File: config.mk
export PLATFORM = sky130hd
export DESIGN_NAME = tos_trigger_out
export DESIGN_NICKNAME = d
export VERILOG_FILES = /design/src/common/tos_pkg.sv /design/src/rtl/tos_trigger_out.sv
export SDC_FILE = /design/constraint.sdc
export NUM_CORES = 1
export LEC_CHECK = 0
export BUFFER_PORTS_ARGS = -buffer_cell sky130_fd_sc_hd__buf_4
export CORE_MARGIN = 2
export CORE_UTILIZATION = 50
export CTS_CLUSTER_SIZE = 12
export DETAILED_ROUTE_END_ITERATION = 8
export GPL_ROUTABILITY_DRIVEN = 0
export HOLD_SLACK_MARGIN = 0.05
export PLACE_DENSITY = 0.69
export SYNTH_ARGS = -nofsm -noshare
export SYNTH_HDL_FRONTEND = slang
export SYNTH_SLANG_ARGS = --single-unit
File: constraint.sdc
create_clock -name sys_clk_i -period 4.3 [get_ports sys_clk_i]
set_clock_uncertainty 0.2 [all_clocks]
set_input_delay 0.215 -clock sys_clk_i [delete_from_list [all_inputs] [get_ports sys_clk_i]]
set_output_delay 0.215 -clock sys_clk_i [all_outputs]
set_load 0.05 [all_outputs]
File: src/common/tos_pkg.sv
// Purpose: Constants shared by the trigger output source selector.
// Assumes: 50 MHz system clock, 32-bit AXI4-Lite register access.
// Notes: Register layout repeats per trigger output channel.
package tos_pkg;
    localparam int NUM_CH = 4;
    localparam int CLK_MHZ = 50;
    // Longest programmable minimum pulse width, in microseconds.
    localparam int MIN_WIDTH_MAX_US = 149000;
    localparam int MIN_WIDTH_MAX_CYC = MIN_WIDTH_MAX_US * CLK_MHZ;
    localparam int WIDTH_W = 23;
    // Fine output delay range and step, in picoseconds.
    localparam int DELAY_MAX_PS = 2400;
    localparam int DELAY_STEP_PS = 78;
    localparam logic [4:0] DELAY_MAX_CODE = 5'(DELAY_MAX_PS / DELAY_STEP_PS);
    // Byte offsets: each channel owns a block of CH_STRIDE bytes.
    localparam logic [7:0] CH_STRIDE = 8'h10;
    localparam logic [3:0] OFS_SEL = 4'h0;
    localparam logic [3:0] OFS_WIDTH = 4'h4;
    localparam logic [3:0] OFS_DELAY = 4'h8;
    localparam logic [7:0] ADDR_DRIVE = 8'h40;
    localparam logic [7:0] ADDR_STATUS = 8'h44;
    // Status word: low flags in bits 3:0, high flags in bits 7:4.
    localparam int STAT_LOW_POS = 0;
    localparam int STAT_HIGH_POS = 4;
    localparam logic [4:0] SEL_RST = 5'h00;
    localparam logic [WIDTH_W-1:0] WIDTH_RST = 23'h000000;
    localparam logic [4:0] DELAY_RST = 5'h00;
    localparam logic [1:0] DRIVE_RST = 2'h0;
    localparam logic [1:0] RESP_OKAY = 2'h0;
    localparam logic [1:0] RESP_DECERR = 2'h3;
    // Demodulator indices: DEMOD_ODD feeds the phase mode of even channels, DEMOD_EVEN that of odd channels.
    localparam int DEMOD_ODD = 3;
    localparam int DEMOD_EVEN = 7;
    localparam logic [4:0] SEL_OFF = 5'h00;
    localparam logic [4:0] SEL_OSC = 5'h01;
    localparam logic [4:0] SEL_SC_TRIG = 5'h02;
    localparam logic [4:0] SEL_SC_NTRIG = 5'h03;
    localparam logic [4:0] SEL_SC_ARMED = 5'h04;
    localparam logic [4:0] SEL_SC_NARMED = 5'h05;
    localparam logic [4:0] SEL_SC_ACTIVE = 5'h06;
    localparam logic [4:0] SEL_SC_NACTIVE = 5'h07;
    localparam logic [4:0] SEL_MARKER0 = 5'h08;
    localparam logic [4:0] SEL_GEN_ACTIVE = 5'h0C;
    localparam logic [4:0] SEL_GEN_WAIT = 5'h0D;
    localparam logic [4:0] SEL_GEN_FETCH = 5'h0E;
    localparam logic [4:0] SEL_GEN_PLAY = 5'h0F;
    localparam logic [4:0] SEL_SEQ0 = 5'h10;
    localparam logic [4:0] SEL_SYNC_CLK = 5'h14;
    localparam logic [4:0] SEL_SYNC_SIG = 5'h15;
endpackage : tos_pkg

File: src/rtl/tos_trigger_out.sv
// Purpose: Trigger connector logic with per-output source selection.
// Assumes: All internal sources are on sys_clk_i; connector pins are not.
// Notes: Connector pins pass two flops; every internal source shares sys_clk_i.
//
// The AXI4-Lite slave port and the placing of the registers were decided locally.
`timescale 1ns/1ps
module tos_trigger_out
    import tos_pkg::*;
#(
    parameter int WIDTH_MAX = MIN_WIDTH_MAX_CYC
) (
    input wire logic sys_clk_i,
    input wire logic rst_i,
    input wire logic [7:0] s_axi_awaddr,
    input wire logic s_axi_awvalid,
    output logic s_axi_awready,
    input wire logic [31:0] s_axi_wdata,
    input wire logic [3:0] s_axi_wstrb,
    input wire logic s_axi_wvalid,
    output logic s_axi_wready,
    output logic [1:0] s_axi_bresp,
    output logic s_axi_bvalid,
    input wire logic s_axi_bready,
    input wire logic [7:0] s_axi_araddr,
    input wire logic s_axi_arvalid,
    output logic s_axi_arready,
    output logic [31:0] s_axi_rdata,
    output logic [1:0] s_axi_rresp,
    output logic s_axi_rvalid,
    input wire logic s_axi_rready,
    input wire logic [7:0] demod_phase_sign_i,
    input wire logic scope_trig_i,
    input wire logic scope_armed_i,
    input wire logic scope_active_i,
    input wire logic [3:0] generator_marker_i,
    input wire logic gen_enabled_i,
    input wire logic gen_waiting_i,
    input wire logic gen_fetching_i,
    input wire logic gen_playing_i,
    input wire logic [3:0] sequencer_trigger_i,
    input wire logic multi_unit_sync_clock_out_i,
    input wire logic multi_unit_sync_signal_out_i,
    input wire logic [1:0] trig_front_i,
    output logic [1:0] trig_front_o,
    output logic [1:0] trig_front_oe_o,
    input wire logic [1:0] trig_back_i,
    output logic [1:0] trig_back_o,
    output logic [NUM_CH-1:0][4:0] delay_tap_o
);
    typedef struct packed {
        logic aw_have;
        logic [7:0] aw_addr;
        logic w_have;
        logic [31:0] w_data;
        logic [3:0] w_strb;
        logic bvalid;
        logic [1:0] bresp;
        logic rvalid;
        logic [31:0] rdata;
        logic [1:0] rresp;
        logic [NUM_CH-1:0][4:0] sel;
        logic [NUM_CH-1:0][WIDTH_W-1:0] width;
        logic [NUM_CH-1:0][4:0] delay;
        logic [1:0] drive;
        logic [3:0] in_s1;
        logic [3:0] in_s2;
        logic [1:0] phase_q;
        logic [NUM_CH-1:0] ev_q;
        logic [NUM_CH-1:0][WIDTH_W-1:0] cnt;
        logic [NUM_CH-1:0] trig;
    } tos_state_t;

    localparam logic [WIDTH_W-1:0] WIDTH_LIM = WIDTH_W'(WIDTH_MAX);

    tos_state_t st_reg;
    tos_state_t st_next;

    function automatic logic [31:0] tos_merge(input logic [31:0] old_v,
                                              input logic [31:0] new_v,
                                              input logic [3:0] strb);
        logic [31:0] res;
        res = old_v;
        for (int b = 0; b < 4; b++) begin
            if (strb[b]) begin
                res[8*b +: 8] = new_v[8*b +: 8];
            end
        end
        return res;
    endfunction : tos_merge

    // Channel index of an address inside the per-channel area, or none.
    function automatic logic tos_ch_hit(input logic [7:0] addr, output logic [1:0] ch);
        ch = addr[5:4];
        return (addr < CH_STRIDE * 8'(NUM_CH)) && (addr[1:0] == 2'h0);
    endfunction : tos_ch_hit

    always_comb begin
        logic [1:0] ch;
        logic hit;
        logic [31:0] wv;
        logic [4:0] s;
        logic ev;
        logic stretch;
        logic lvl;
        logic phase_ev;
        ch = 2'h0;
        hit = 1'b0;
        wv = 32'h00000000;
        s = SEL_OFF;
        ev = 1'b0;
        stretch = 1'b0;
        lvl = 1'b0;
        phase_ev = 1'b0;
        st_next = st_reg;

        // Write side: address and data are taken in either order.
        if (s_axi_awvalid && s_axi_awready) begin
            st_next.aw_have = 1'b1;
            st_next.aw_addr = s_axi_awaddr;
        end
        if (s_axi_wvalid && s_axi_wready) begin
            st_next.w_have = 1'b1;
            st_next.w_data = s_axi_wdata;
            st_next.w_strb = s_axi_wstrb;
        end
        if (st_reg.bvalid && s_axi_bready) begin
            st_next.bvalid = 1'b0;
        end
        if (st_reg.aw_have && st_reg.w_have && !st_reg.bvalid) begin
            st_next.aw_have = 1'b0;
            st_next.w_have = 1'b0;
            st_next.bvalid = 1'b1;
            st_next.bresp = RESP_DECERR;
            hit = tos_ch_hit(st_reg.aw_addr, ch);
            if (hit && st_reg.aw_addr[3:0] == OFS_SEL) begin
                // Only this channel's fields change; the others run on untouched.
                wv = tos_merge(32'(st_reg.sel[ch]), st_reg.w_data, st_reg.w_strb);
                st_next.sel[ch] = wv[4:0];
                st_next.bresp = RESP_OKAY;
            end else if (hit && st_reg.aw_addr[3:0] == OFS_WIDTH) begin
                wv = tos_merge(32'(st_reg.width[ch]), st_reg.w_data, st_reg.w_strb);
                st_next.width[ch] = (wv > 32'(WIDTH_LIM)) ? WIDTH_LIM : wv[WIDTH_W-1:0];
                st_next.bresp = RESP_OKAY;
            end else if (hit && st_reg.aw_addr[3:0] == OFS_DELAY) begin
                wv = tos_merge(32'(st_reg.delay[ch]), st_reg.w_data, st_reg.w_strb);
                // Codes past the top of the delay line saturate.
                st_next.delay[ch] = (wv > 32'(DELAY_MAX_CODE)) ? DELAY_MAX_CODE : wv[4:0];
                st_next.bresp = RESP_OKAY;
            end else if (st_reg.aw_addr == ADDR_DRIVE) begin
                wv = tos_merge(32'(st_reg.drive), st_reg.w_data, st_reg.w_strb);
                st_next.drive = wv[1:0];
                st_next.bresp = RESP_OKAY;
            end else if (st_reg.aw_addr == ADDR_STATUS) begin
                st_next.bresp = RESP_OKAY;
            end
        end

        // Read side: one outstanding read, answered the cycle after it is taken.
        if (st_reg.rvalid && s_axi_rready) begin
            st_next.rvalid = 1'b0;
        end
        if (s_axi_arvalid && s_axi_arready) begin
            st_next.rvalid = 1'b1;
            st_next.rresp = RESP_OKAY;
            st_next.rdata = 32'h00000000;
            if (tos_ch_hit(s_axi_araddr, ch) && s_axi_araddr[3:0] == OFS_SEL) begin
                st_next.rdata = 32'(st_reg.sel[ch]);
            end else if (tos_ch_hit(s_axi_araddr, ch) && s_axi_araddr[3:0] == OFS_WIDTH) begin
                st_next.rdata = 32'(st_reg.width[ch]);
            end else if (tos_ch_hit(s_axi_araddr, ch) && s_axi_araddr[3:0] == OFS_DELAY) begin
                st_next.rdata = 32'(st_reg.delay[ch]);
            end else if (s_axi_araddr == ADDR_DRIVE) begin
                st_next.rdata = 32'(st_reg.drive);
            end else if (s_axi_araddr == ADDR_STATUS) begin
                st_next.rdata[STAT_LOW_POS +: 4] = ~st_reg.in_s2;
                st_next.rdata[STAT_HIGH_POS +: 4] = st_reg.in_s2;
            end else begin
                st_next.rresp = RESP_DECERR;
            end
        end

        // Connector inputs come from another domain and pass two flops.
        st_next.in_s1 = {trig_back_i, trig_front_i};
        st_next.in_s2 = st_reg.in_s1;
        st_next.phase_q = {demod_phase_sign_i[DEMOD_EVEN], demod_phase_sign_i[DEMOD_ODD]};

        for (int c = 0; c < NUM_CH; c++) begin
            s = st_reg.sel[c];
            ev = 1'b0;
            stretch = 1'b0;
            lvl = 1'b0;
            // A sign change of the phase is a zero crossing.
            phase_ev = (c % 2 == 0) ?
                (demod_phase_sign_i[DEMOD_ODD] != st_reg.phase_q[0]) :
                (demod_phase_sign_i[DEMOD_EVEN] != st_reg.phase_q[1]);
            case (s)
                SEL_OSC: lvl = phase_ev;
                SEL_SC_TRIG, SEL_SC_NTRIG: begin
                    ev = scope_trig_i;
                    stretch = 1'b1;
                end
                SEL_SC_ARMED, SEL_SC_NARMED: begin
                    ev = scope_armed_i;
                    stretch = 1'b1;
                end
                SEL_SC_ACTIVE, SEL_SC_NACTIVE: begin
                    ev = scope_active_i;
                    stretch = 1'b1;
                end
                SEL_GEN_ACTIVE: begin
                    ev = gen_enabled_i;
                    stretch = 1'b1;
                end
                SEL_GEN_WAIT: lvl = gen_waiting_i;
                SEL_GEN_FETCH: lvl = gen_fetching_i;
                SEL_GEN_PLAY: lvl = gen_playing_i;
                SEL_SYNC_CLK: lvl = multi_unit_sync_clock_out_i;
                SEL_SYNC_SIG: lvl = multi_unit_sync_signal_out_i;
                default: begin
                    if (s[4:2] == SEL_MARKER0[4:2]) begin
                        lvl = generator_marker_i[s[1:0]];
                    end else if (s[4:2] == SEL_SEQ0[4:2]) begin
                        ev = sequencer_trigger_i[s[1:0]];
                        stretch = 1'b1;
                    end
                end
            endcase
            // The stretch counter loads on each rising event edge.
            st_next.ev_q[c] = ev;
            if (stretch && ev && !st_reg.ev_q[c]) begin
                st_next.cnt[c] = st_reg.width[c];
            end else if (st_reg.cnt[c] != WIDTH_RST) begin
                st_next.cnt[c] = st_reg.cnt[c] - WIDTH_W'(1);
            end
            if (!stretch) begin
                st_next.cnt[c] = WIDTH_RST;
            end
            if (stretch) begin
                lvl = ev || (st_reg.cnt[c] != WIDTH_RST);
                if (s == SEL_SC_NTRIG || s == SEL_SC_NARMED || s == SEL_SC_NACTIVE) begin
                    lvl = !lvl;
                end
            end
            st_next.trig[c] = (s == SEL_OFF) ? 1'b0 : lvl;
        end
    end

    always_ff @(posedge sys_clk_i) begin
        if (rst_i) begin
            st_reg <= '0;
            st_reg.sel <= {NUM_CH{SEL_RST}};
            st_reg.width <= {NUM_CH{WIDTH_RST}};
            st_reg.delay <= {NUM_CH{DELAY_RST}};
            st_reg.drive <= DRIVE_RST;
        end else begin
            st_reg <= st_next;
        end
    end

    assign s_axi_awready = !st_reg.aw_have;
    assign s_axi_wready = !st_reg.w_have;
    assign s_axi_bvalid = st_reg.bvalid;
    assign s_axi_bresp = st_reg.bresp;
    assign s_axi_arready = !st_reg.rvalid;
    assign s_axi_rvalid = st_reg.rvalid;
    assign s_axi_rdata = st_reg.rdata;
    assign s_axi_rresp = st_reg.rresp;
    // The output value is always present; the enable decides who owns the pin.
    assign trig_front_o = st_reg.trig[1:0];
    assign trig_front_oe_o = st_reg.drive;
    assign trig_back_o = st_reg.trig[3:2];
    assign delay_tap_o = st_reg.delay;

    off_hold_a: assert property (@(posedge sys_clk_i) disable iff (rst_i)
        st_reg.sel[0] == SEL_OFF |=> !st_reg.trig[0])
        else $error("Output active while its source is off.");
    phase_pulse_a: assert property (@(posedge sys_clk_i) disable iff (rst_i)
        st_reg.sel[1] == SEL_OSC && demod_phase_sign_i[DEMOD_EVEN] != st_reg.phase_q[1]
        |=> st_reg.trig[1])
        else $error("Phase zero crossing gave no pulse.");
    inv_trig_a: assert property (@(posedge sys_clk_i) disable iff (rst_i)
        st_reg.sel[1] == SEL_SC_NTRIG && scope_trig_i |=> !st_reg.trig[1])
        else $error("Inverted scope trigger left output high.");
    gen_active_a: assert property (@(posedge sys_clk_i) disable iff (rst_i)
        st_reg.sel[2] == SEL_GEN_ACTIVE && gen_enabled_i |=> st_reg.trig[2])
        else $error("Generator enabled but output low.");
    min_width_a: assert property (@(posedge sys_clk_i) disable iff (rst_i)
        st_reg.sel[0] == SEL_SC_TRIG && scope_trig_i && !st_reg.ev_q[0]
        && st_reg.width[0] >= 23'h000003
        |=> (st_reg.trig[0] || st_reg.sel[0] != SEL_SC_TRIG) [*3])
        else $error("Scope event shorter than minimum width.");
    delay_range_a: assert property (@(posedge sys_clk_i) disable iff (rst_i)
        delay_tap_o[2] <= DELAY_MAX_CODE)
        else $error("Delay code beyond range.");
    sync_clk_a: assert property (@(posedge sys_clk_i) disable iff (rst_i)
        st_reg.sel[2] == SEL_SYNC_CLK |=> st_reg.trig[2] == $past(multi_unit_sync_clock_out_i))
        else $error("Output does not follow sync clock.");
    in_low_a: assert property (@(posedge sys_clk_i) disable iff (rst_i)
        (!trig_back_i[0]) [*3] |-> !st_reg.in_s2[2])
        else $error("Low input not reported as low.");
    in_high_a: assert property (@(posedge sys_clk_i) disable iff (rst_i)
        (trig_front_i[1]) [*3] |-> st_reg.in_s2[1])
        else $error("High input not reported as high.");
    marker_route_a: assert property (@(posedge sys_clk_i) disable iff (rst_i)
        st_reg.sel[1] == SEL_MARKER0 && generator_marker_i[0] |=> st_reg.trig[1])
        else $error("Marker level not routed to output.");
    sync_sig_a: assert property (@(posedge sys_clk_i) disable iff (rst_i)
        st_reg.sel[3] == SEL_SYNC_SIG |=> st_reg.trig[3] == $past(multi_unit_sync_signal_out_i))
        else $error("Output does not follow sync signal.");
endmodule : tos_trigger_out

=== After elaboration in Yosys (flattened, before gate mapping) ===
Cells that the tools add are included.

* Register bits: 328
* Input bits: 88
* Output and inout bits: 67
* Word-level logic and storage cells: 369

* Add/subtract/negate cells: 4
* $lt $le $gt $ge: 11
* Eq/ne operators: 70
* Multiplexer cells: 142
* Bitwise logic cells: 8
* Reduce and logical (&&, ||, !) cells: 99

{| class="wikitable"
|+ Operator list
! cell !! number
|-
| $mux W8 || 38
|-
| $mux W23 || 13
|-
| $bmux W23 S2 || 2
|-
| $bwmux W92 || 1
|-
| $reduce_bool A23 Y1 || 4
|-
| $sub A23 B1 Y23 const B || 4
|-
| $eq A5 B3 Y1 const B || 16
|-
| $eq A5 B4 Y1 const B || 16
|-
| $demux W23 S2 || 1
|-
| $mux W5 || 9
|-
| $reduce_or A2 Y1 || 21
|-
| $bmux W5 S2 || 4
|-
| $bwmux W20 || 2
|-
| $eq A5 B2 Y1 const B || 8
|-
| $eq A5 B5 Y1 const B || 8
|-
| $mux W1 || 38
|-
| $mux W35 || 1
|-
| $eq A8 B7 Y1 const B || 4
|-
| $gt A32 B23 Y1 const B || 1
|-
| $gt A32 B5 Y1 const B || 1
|-
| $mux W32 || 1
|-
| $pmux W1 S7 || 4
|-
| $reduce_or A7 Y1 || 4
|-
| $logic_and A1 B1 Y1 || 24
|-
| other kinds (28) || 109
|}

=== Longest topological paths before layout ===
Gate-level depths: netlist of the first run.

* Depth in word-level cells: 10
* Mapped depth: 12
* Gate-level depth less buffers: 9

=== Worst setup path after synthesis of the first run ===
Ideal clock, no wire load.

* Kind: register to register
* From: register st_reg[318] (netlist name)
* To: register st_reg[206] (netlist name)
* Library setup time: 0.117 ns
* Arrival time: 2.763 ns
* Required time: 3.983 ns
* Path slack: 1.220 ns
* Stages on the path, launching flop included: 11
* Path buffers: 3
* Clock period less this slack: 3.080 ns
* Cell sequence: dfxtp_1 > inv_1 > or3_1 > or4_1 > clkbuf_1 > nor4b_2 > and3_1 > buf_2 > nor2_1 > clkbuf_1 > a22o_1

* Word-level cells in the longest chain between the ends: 3

{| class="wikitable"
|+ Ends and longest elaborated chain
! element !! line !! text
|-
| start: declaration || tos_trigger_out.sv:75 || <nowiki>tos_state_t st_reg;</nowiki>
|-
| start signal: assignment || tos_trigger_out.sv:256 || <nowiki>st_reg <= st_next;</nowiki>
|-
| $logic_and A1 B1 Y1 (2 in a row) || tos_trigger_out.sv:129 || <nowiki>if (st_reg.aw_have && st_reg.w_have && !st_reg.bvalid) begin</nowiki>
|-
| $reduce_and A3 Y1 (no source line) || -- ||
|}

No other way between the ends.
A chain may end at the register's enable or synchronous reset.

=== Final worst setup path of the first run ===
* From: register st_reg[323] (netlist name)
* To: register st_reg[140] (netlist name)

* Word-level cells in the longest chain between the ends: 9
* Elaborated cells between the ends (all ways): 28
* Classes of those cells: 4 x order compare; 18 x mux; 1 x bitwise; 5 x reduce/logical

{| class="wikitable"
|+ Ends and longest elaborated chain
! element !! line !! text
|-
| $bmux W23 S2 || tos_trigger_out.sv:141 || <nowiki>wv = tos_merge(32'(st_reg.width[ch]), st_reg.w_data, st_reg.w_strb);</nowiki>
|-
| $mux W23 (not written as such) || tos_trigger_out.sv:141 ||
|-
| $mux W8 || tos_trigger_out.sv:84 || <nowiki>if (strb[b]) begin</nowiki>
|-
| $mux W8 || tos_trigger_out.sv:140 || <nowiki>end else if (hit && st_reg.aw_addr[3:0] == OFS_WIDTH) begin</nowiki>
|-
| $mux W8 || tos_trigger_out.sv:135 || <nowiki>if (hit && st_reg.aw_addr[3:0] == OFS_SEL) begin</nowiki>
|-
| $mux W8 || tos_trigger_out.sv:129 ||
|-
| $gt A32 B23 Y1 || tos_trigger_out.sv:142 || <nowiki>st_next.width[ch] = (wv > 32'(WIDTH_LIM)) ? WIDTH_LIM : wv[WIDTH_W-1:0];</nowiki>
|-
| $mux W23 || tos_trigger_out.sv:142 ||
|-
| $bwmux W92 || tos_trigger_out.sv:142 ||
|}

Parallel ways exist; a longest one is shown, timed or not. The select of a mux whose other input is x is not followed.

==> reports/metrics.yaml, run 1 <==
status: "finished, final reports clean"
grt_pass1_vias: 14570
io-pin-count: 155
track_usage: 0.2842
synth_mux_area_frac: 0.1476
max_freq_mhz: 278.6
clock-sinks: 317
ys_seq_area_frac: 0.3738
synth_cells: 1938
synthFlopType: "dfxtp_1"
core_sq_um: 33450
yosys-top-cells-count: "dfxtp_1, nand2_1, nor2_1"
drt_iter0_drc: 1793
cts_root_buf: "clkbuf_16"
synthTopCellsByArea: "dfxtp_1, mux4_2, nand2_1"
path_class: "reg2reg"
fin_crit_ns: 3.589
crit_required_ns: 4.46
avgSynthCellArea_sq_um: 8.760
grt_overflow: 0
clkTransAtPathRegs_ns: 0.06
drc_errors: 0
area_delta_synth_final_pct: 16.71
p_leak_nw: 7.359
die_w_um: 188.3
drive_gt1_frac: 0.1680
crit_arrival_ns: 3.75
tightest_slew_ns: 1.189
ys_warn_count: 0
fin_nets: 2119
vdd_ir_drop_max_v: 0.0002869
cp_max_fo: 56
synth_top_area_cell: "dfxtp_1"
synth_top_family_by_area: "simple AND/OR/NAND/NOR gates"
dp_hpwl_um: 35910
antenna_found_initial: 1
cts_max_path_buffers: 3
grt_max_degree: 95
synthXorXnorAreaFrac: 0.03921
diodes: 0
ctsResizeCount: 0
async_reset_ff_frac: 0
die_area_sq_um: 35450
ys_types: 70
wl_um: 51150
synth_edf_count: 0
crit_path_end_kind: "register"
viasPerCell: 6.143
timing.final.hold_violations: 0
clk_latency_ns: 0.53
synthAdderAreaFrac: 0.002948
io_buffers: 139
cp-start-kind: "register"
post-cts-setup-buffer-count: 0
first_pass_iters: 6
period_share: 0.8348
setup_violations: 0
maxCapViolCount: 0
drv_slew: 0
dieHeight_um: 188.3
synth_compound_area_frac: 0.1570
ant_nets: 0
powerDensity_nw_per_um2: 333.2
start_util: 0.5076
cts_buffers: 36
yosys.area_share.simple: 0.2092
cts_tree: "built"
largest_reg_flops: 260
synth_top_area_share: 0.3738
wl_per_cell_um: 20.45
syn-cell-area_sq_um: 16980
fillers: 2870
vias: 15360
std_cell_rows: 67
max_slew_margin: 0.2039
ys_ff_latch: 317
hold_path.class: "in2reg"
synth_most_common_cell: "dfxtp_1"
grt_pass1_wl_um: 80740
ctsHtreeMaxLevel: 2
rsz0062_at_grt: "false"
fin_setup_tns_ns: 0
fin_hold_ws_ns: 0.1359
worst max-delay path, cell delays in order (launching register included):
cell,delay (ns)
dfxtp_2,0.43
buf_4,0.39
buf_4,0.38
nor2b_1,0.26
a22oi_1,0.10
nand2_1,0.19
nand4_1,0.14
or3_1,0.38
o211ai_4,0.45
buf_12,0.32
a311oi_1,0.15
kinds of logic (layout without fill, tap and decap cells):
logic type | Yosys count | after routing
AO/OA/AOI/OAI | 390 | 390
XOR/XNOR | 76 | 76
adder cells (fa/ha/maj) | 4 | 4
buffers and inverters | 233 | 340
flip-flops | 317 | 317
multiplexers | 161 | 161
other | 1 | 9
AND/OR/NAND/NOR | 756 | 756
report_power, final:
part | internal (mW) | switching [mW]
clock network | 1.79 | 1.24
logic | 0.222 | 0.313
registers | 2.98 | 0.0573
total | 4.99 | 1.61
routing by layer:
metal | vias up | track usage | share of wire
met3 | 117 | 0.04563 | 0.091
li1 | 7162 | - | -
met4 | 0 | 0.09297 | 0.031
met1 | 7329 | 0.3946 | 0.42
met5 | - | 0 | 0
met2 | 755 | 0.4529 | 0.46
final timing paths:
kind,slack (ns),from,cells after the start,to
max,0.71,st_reg[323]$_SDFFE_PP0P_,10,st_reg[140]$_SDFFE_PP0P_
min reg2reg,0.24,st_next[103]$_SDFF_PP0_,1,st_reg[103]$_SDFF_PP0_
min,0.14,multi_unit_sync_signal_out_i,5,trig_front_o[1]$_SDFF_PP0_
max reg2reg,0.71,st_reg[323]$_SDFFE_PP0P_,10,st_reg[140]$_SDFFE_PP0P_
area by class of cell:
cell class	instances	area, sq um	area share
clock buffer	52	1032	0.05210
clock inverter	12	121.4	0.006125
inverter	21	78.83	0.003978
multi-input combinational	1396	9519	0.4804
sequential	317	6349	0.3204
tap	448	560.5	0.02829
timing repair buffer	255	2153	0.1087
repair_timing:
item	in CTS	in global routing
endpoints found under the setup margin	0	0
hold endpoints to repair	80	0
hold buffers	84	0
per-stage QoR:
step / std cells / setup slack [ns] / power, mW / cell area [sq um] / util
2_1_floorplan: 1946 / 1.220 / 3.405 / 17010 / -
3_3_place_gp: 2353 / 0.8367 / 3.553 / 17820 / 0.5328
3_5_place_dp: 2353 / 0.7930 / 3.561 / 17820 / 0.5328
4_1_cts: 2501 / 0.7690 / 6.615 / 19810 / 0.5924
5_1_grt: 2501 / 0.5089 / 6.795 / 19810 / 0.5924
6_report: 2501 / 0.7105 / 6.602 / 19810 / 0.5924
cells in the final DEF (no fill, tap or decap), types with 10 or more instances in the layout:
cell type      instances
inv_1                 21
mux4_2                70
nor2_1               206
a32o_1                14
or3_1                 14
dlygate4sd3_1         84
nor4_1                28
a211oi_1              17
mux2_2                15
xnor2_1               36
buf_4                168
mux2i_1               76
clkbuf_1              10
xor2_1                40
clkbuf_16             37
nand2_1              230
a21oi_1              153
a311oi_1              41
or4_1                 15
nand3_1               73
nor2b_1               19
a22oi_1               34
o211ai_1              14
or2_2                 11
dfxtp_1              315
a22o_1                36
nor3_1                91
o21ai_0               26
(Power assumes the default switching activity.)
==> run 2, diff against run 1 <==
Settings changed: ABC_AREA set to 1, PLACE_DENSITY 0.69 to 0.72.
Clock period 4.3 ns to 2.9 ns, I/O delays scaled along.
==> run 2 against run 1 <==
Compared with the run above: largest cell class unchanged; cell count rose by 31%; first-iteration DRC count increased by 13%; worst hold slack lost 0.051 ns; sequential cell count unchanged; global-route usage grew 2.9 points.
==> reports/metrics.yaml, run 2 <==
status: "finished, final reports clean"  # unchanged
vias: 18570  # was 15360
avgSynthCellArea_sq_um: 6.488  # was 8.760 sq um
rrSetupSlack_ns: 0.20  # was 0.71 ns
synth_cells: 2657  # was 1938
ys_types: 47  # was 70
post-cts-setup-buffer-count: 0  # unchanged
drv_slew: 0  # unchanged
fillers: 3098  # was 2870
synth_top_area_cell: "dfxtp_1"  # unchanged
antenna_found_initial: 1  # unchanged
synthXorXnorAreaFrac: 0.03760  # was 0.03921
yosys.area_share.simple: 0.2818  # was 0.2092
crit_path_end_kind: "register"  # unchanged
synth_compound_area_frac: 0.1908  # was 0.1570
ys_seq_area_frac: 0.3681  # was 0.3738
synthTopCellsByArea: "dfxtp_1, nand2_1, a21oi_1"  # was dfxtp_1, mux4_2, nand2_1
multi_input_area_sq_um: 8926  # was 9519 sq um
fin_nets: 2891  # was 2119
grt_pass1_vias: 17310  # was 14570
crit_arrival_ns: 2.99  # was 3.75 ns
ys_warn_count: 0  # unchanged
start_util: 0.5115  # was 0.5076
p_leak_nw: 8.963  # was 7.359 nW
final_util: 0.6082  # was 0.5924
synth_most_common_cell: "nand2_1"  # was dfxtp_1
grt_pass1_wl_um: 90710  # was 80740 um
drive_gt1_frac: 0.1014  # was 0.1680
maxCapViolCount: 0  # unchanged
met3_length_um: 5715  # was 4645 um
grt_max_degree: 72  # was 95
synth_top_area_share: 0.3681  # was 0.3738
largest_reg_flops: 260  # unchanged
cts_root_buf: "clkbuf_16"  # unchanged
startpoint: "s_axi_araddr[3]"  # was st_reg[323]$_SDFFE_PP0P_
max_slew_margin: 0.2714  # was 0.2039
area.sequential_sq_um: 6349  # unchanged
layout.cells.non_filler: 3270  # was 2501
synthAdderAreaFrac: 0.002903  # was 0.002948
track_usage: 0.3136  # was 0.2842
setup_violations: 0  # unchanged
async_reset_ff_frac: 0  # unchanged
viasPerCell: 5.679  # was 6.143
die_area_sq_um: 35980  # was 35450 sq um
syn-cell-area_sq_um: 17240  # was 16980 sq um
fin_setup_tns_ns: 0  # unchanged
yosys-top-cells-count: "nand2_1, dfxtp_1, nor2_1"  # was dfxtp_1, nand2_1, nor2_1
io-pin-count: 155  # unchanged
ant_nets: 0  # unchanged
std_cell_rows: 67  # unchanged
grt_overflow: 0  # unchanged
period_share: 0.9546
fin_hold_ws_ns: 0.08488  # was 0.1359 ns
die_w_um: 189.7  # was 188.3 um
drc_errors: 0  # unchanged
p_total_mw: 10.10  # was 6.602 mW
layout_common_cells: "nand2_1, dfxtp_1, nor2_1"  # was dfxtp_1, nand2_1, nor2_1
dpl.cell_count: 3130  # was 2353
rsz0062_at_grt: "false"  # unchanged
reg2reg_from: "st_reg[324]$_SDFFE_PP0P_"  # was st_reg[323]$_SDFFE_PP0P_
clock-sinks: 317  # unchanged
layout_commonest_cell: "nand2_1"  # was dfxtp_1
path_class: "in2reg"  # was reg2reg
synthFlopType: "dfxtp_1"  # unchanged
fin_crit_ns: 2.768
max_freq_mhz: 361.2
cp-start-kind: "primary input"  # was register
cp_max_fo: 8  # was 56
first_pass_iters: 8  # was 6
area_delta_synth_final_pct: 18.90  # was 16.71%
powerDensity_nw_per_um2: 493.0  # was 333.2 nW/um^2
wl_um: 57660  # was 51150 um
synth_top_family_by_area: "simple AND/OR/NAND/NOR gates"  # unchanged
wl_per_cell_um: 17.63  # was 20.45 um
vdd_ir_drop_max_v: 0.0004738  # was 0.0002869 V
cts_tree: "built"  # unchanged
dieHeight_um: 189.7  # was 188.3 um
hold_path.class: "in2reg"  # unchanged
ctsHtreeMaxLevel: 2  # unchanged
met1_length_um: 23200  # was 21650 um
r2r-end: "st_reg[149]$_SDFFE_PP0P_"  # was st_reg[140]$_SDFFE_PP0P_
synth_mux_area_frac: 0.0005807  # was 0.1476
timing.final.hold_violations: 0  # unchanged
dp_hpwl_um: 41290  # was 35910 um
r2r_cells: 13  # was 10
crit_required_ns: 3.12  # was 4.46 ns
tightest_slew_ns: 1.092  # was 1.189 ns
routed-wl-met2_um: 25080  # was 23290 um
cp-endpoint: "s_axi_rresp[0]$_SDFFE_PP0P_"  # was st_reg[140]$_SDFFE_PP0P_
core_sq_um: 33700  # was 33450 sq um
cts_buffers: 36  # unchanged
io_buffers: 139  # unchanged
top_layer_used: "met5"  # was met4
clkTransAtPathRegs_ns: 0.06  # about the same
drt_iter0_drc: 2021  # was 1793
cts_max_path_buffers: 3  # unchanged
ys_ff_latch: 317  # unchanged
synth_edf_count: 0  # unchanged
clk_latency_ns: 0.53  # about the same
==> run 2: worst min-delay path by stage <==
| stage | slack, ns | to | startpoint | cells after the start |
|---|---|---|---|---|
| after CTS | 0.05 | s_axi_rdata[5]$_SDFFE_PP0P_ | s_axi_araddr[0] | 6 |
| after floorplan | 0.05 | st_next[102]$_SDFF_PP0_ | trig_front_i[0] | 2 |
| after global placement | 0.15 | st_next[103]$_SDFF_PP0_ | trig_front_i[1] | 3 |
| after detailed placement | 0.15 | st_next[105]$_SDFF_PP0_ | trig_back_i[1] | 3 |
| final | 0.08 | st_reg[99]$_SDFF_PP0_ | sequencer_trigger_i[2] | 7 |
| after global routing | 0.09 | s_axi_rdata[5]$_SDFFE_PP0P_ | s_axi_araddr[0] | 6 |
==> run 2: logic make-up (layout without fill, tap and decap cells) <==
family | after synthesis | in the layout
xor gates and xnor gates | 74 | 74
adders and majority gates | 4 | 4
DFF | 317 | 317
other | 1 | 10
AOI/OAI and AO/OA | 606 | 606
muxes | 1 | 1
and+or+nand+nor | 1195 | 1195
buffers and inverters | 459 | 615
==> run 2: cell type report <==
class / count / share of cell area
Tap cell: 448 / 0.02735
Clock buffer: 53 / 0.05103
Sequential cell: 317 / 0.3097
Antenna cell: 1 / 0.0001221
Clock inverter: 7 / 0.005738
Inverter: 270 / 0.04963
Timing Repair Buffer: 285 / 0.1209
Multi-Input combinational cell: 1889 / 0.4355
==> run 2: per-layer routing <==
| layer | global-route usage | vias to the layer above |
|---|---|---|
| met5 | 0 | - |
| met3 | 0.05442 | 223 |
| met4 | 0.1825 | 2 |
| met2 | 0.4920 | 1052 |
| li1 | - | 8842 |
| met1 | 0.4069 | 8451 |
==> run 2: worst max-delay path, cell delays in order <==
cell,delay (ns)
dlygate4sd3_1,0.54
buf_4,0.14
inv_1,0.06
nand2_1,0.06
nor2_1,0.13
nand2_1,0.22
inv_1,0.30
nor3_1,0.08
nand4_1,0.08
dlygate4sd3_1,0.56
a21oi_1,0.06
dlygate4sd3_1,0.60
==> run 2: repair_timing <==
item / 4_1_cts / 5_1_grt
gates resized for setup: 0 / 10
endpoints found under the setup margin: 0 / 92
hold buffers: 78 / 0
endpoints found under the hold margin: 64 / 0
==> run 2: per-stage QoR <==
step / setup WS, ns / cell area, sq um
2_1_floorplan: 0.5316 / 17270
3_3_place_gp: 0.1807 / 18490
3_5_place_dp: 0.05784 / 18490
4_1_cts: 0.01474 / 20440
5_1_grt: 0.01102 / 20490
6_report: 0.1317 / 20500
==> run 2: power by group <==
group	switching, mW	total (mW)	internal [mW]
registers	0.0583	4.49	4.43
logic	0.659	1.01	0.351
clock network	1.85	4.61	2.76
total	2.57	10.1	7.54
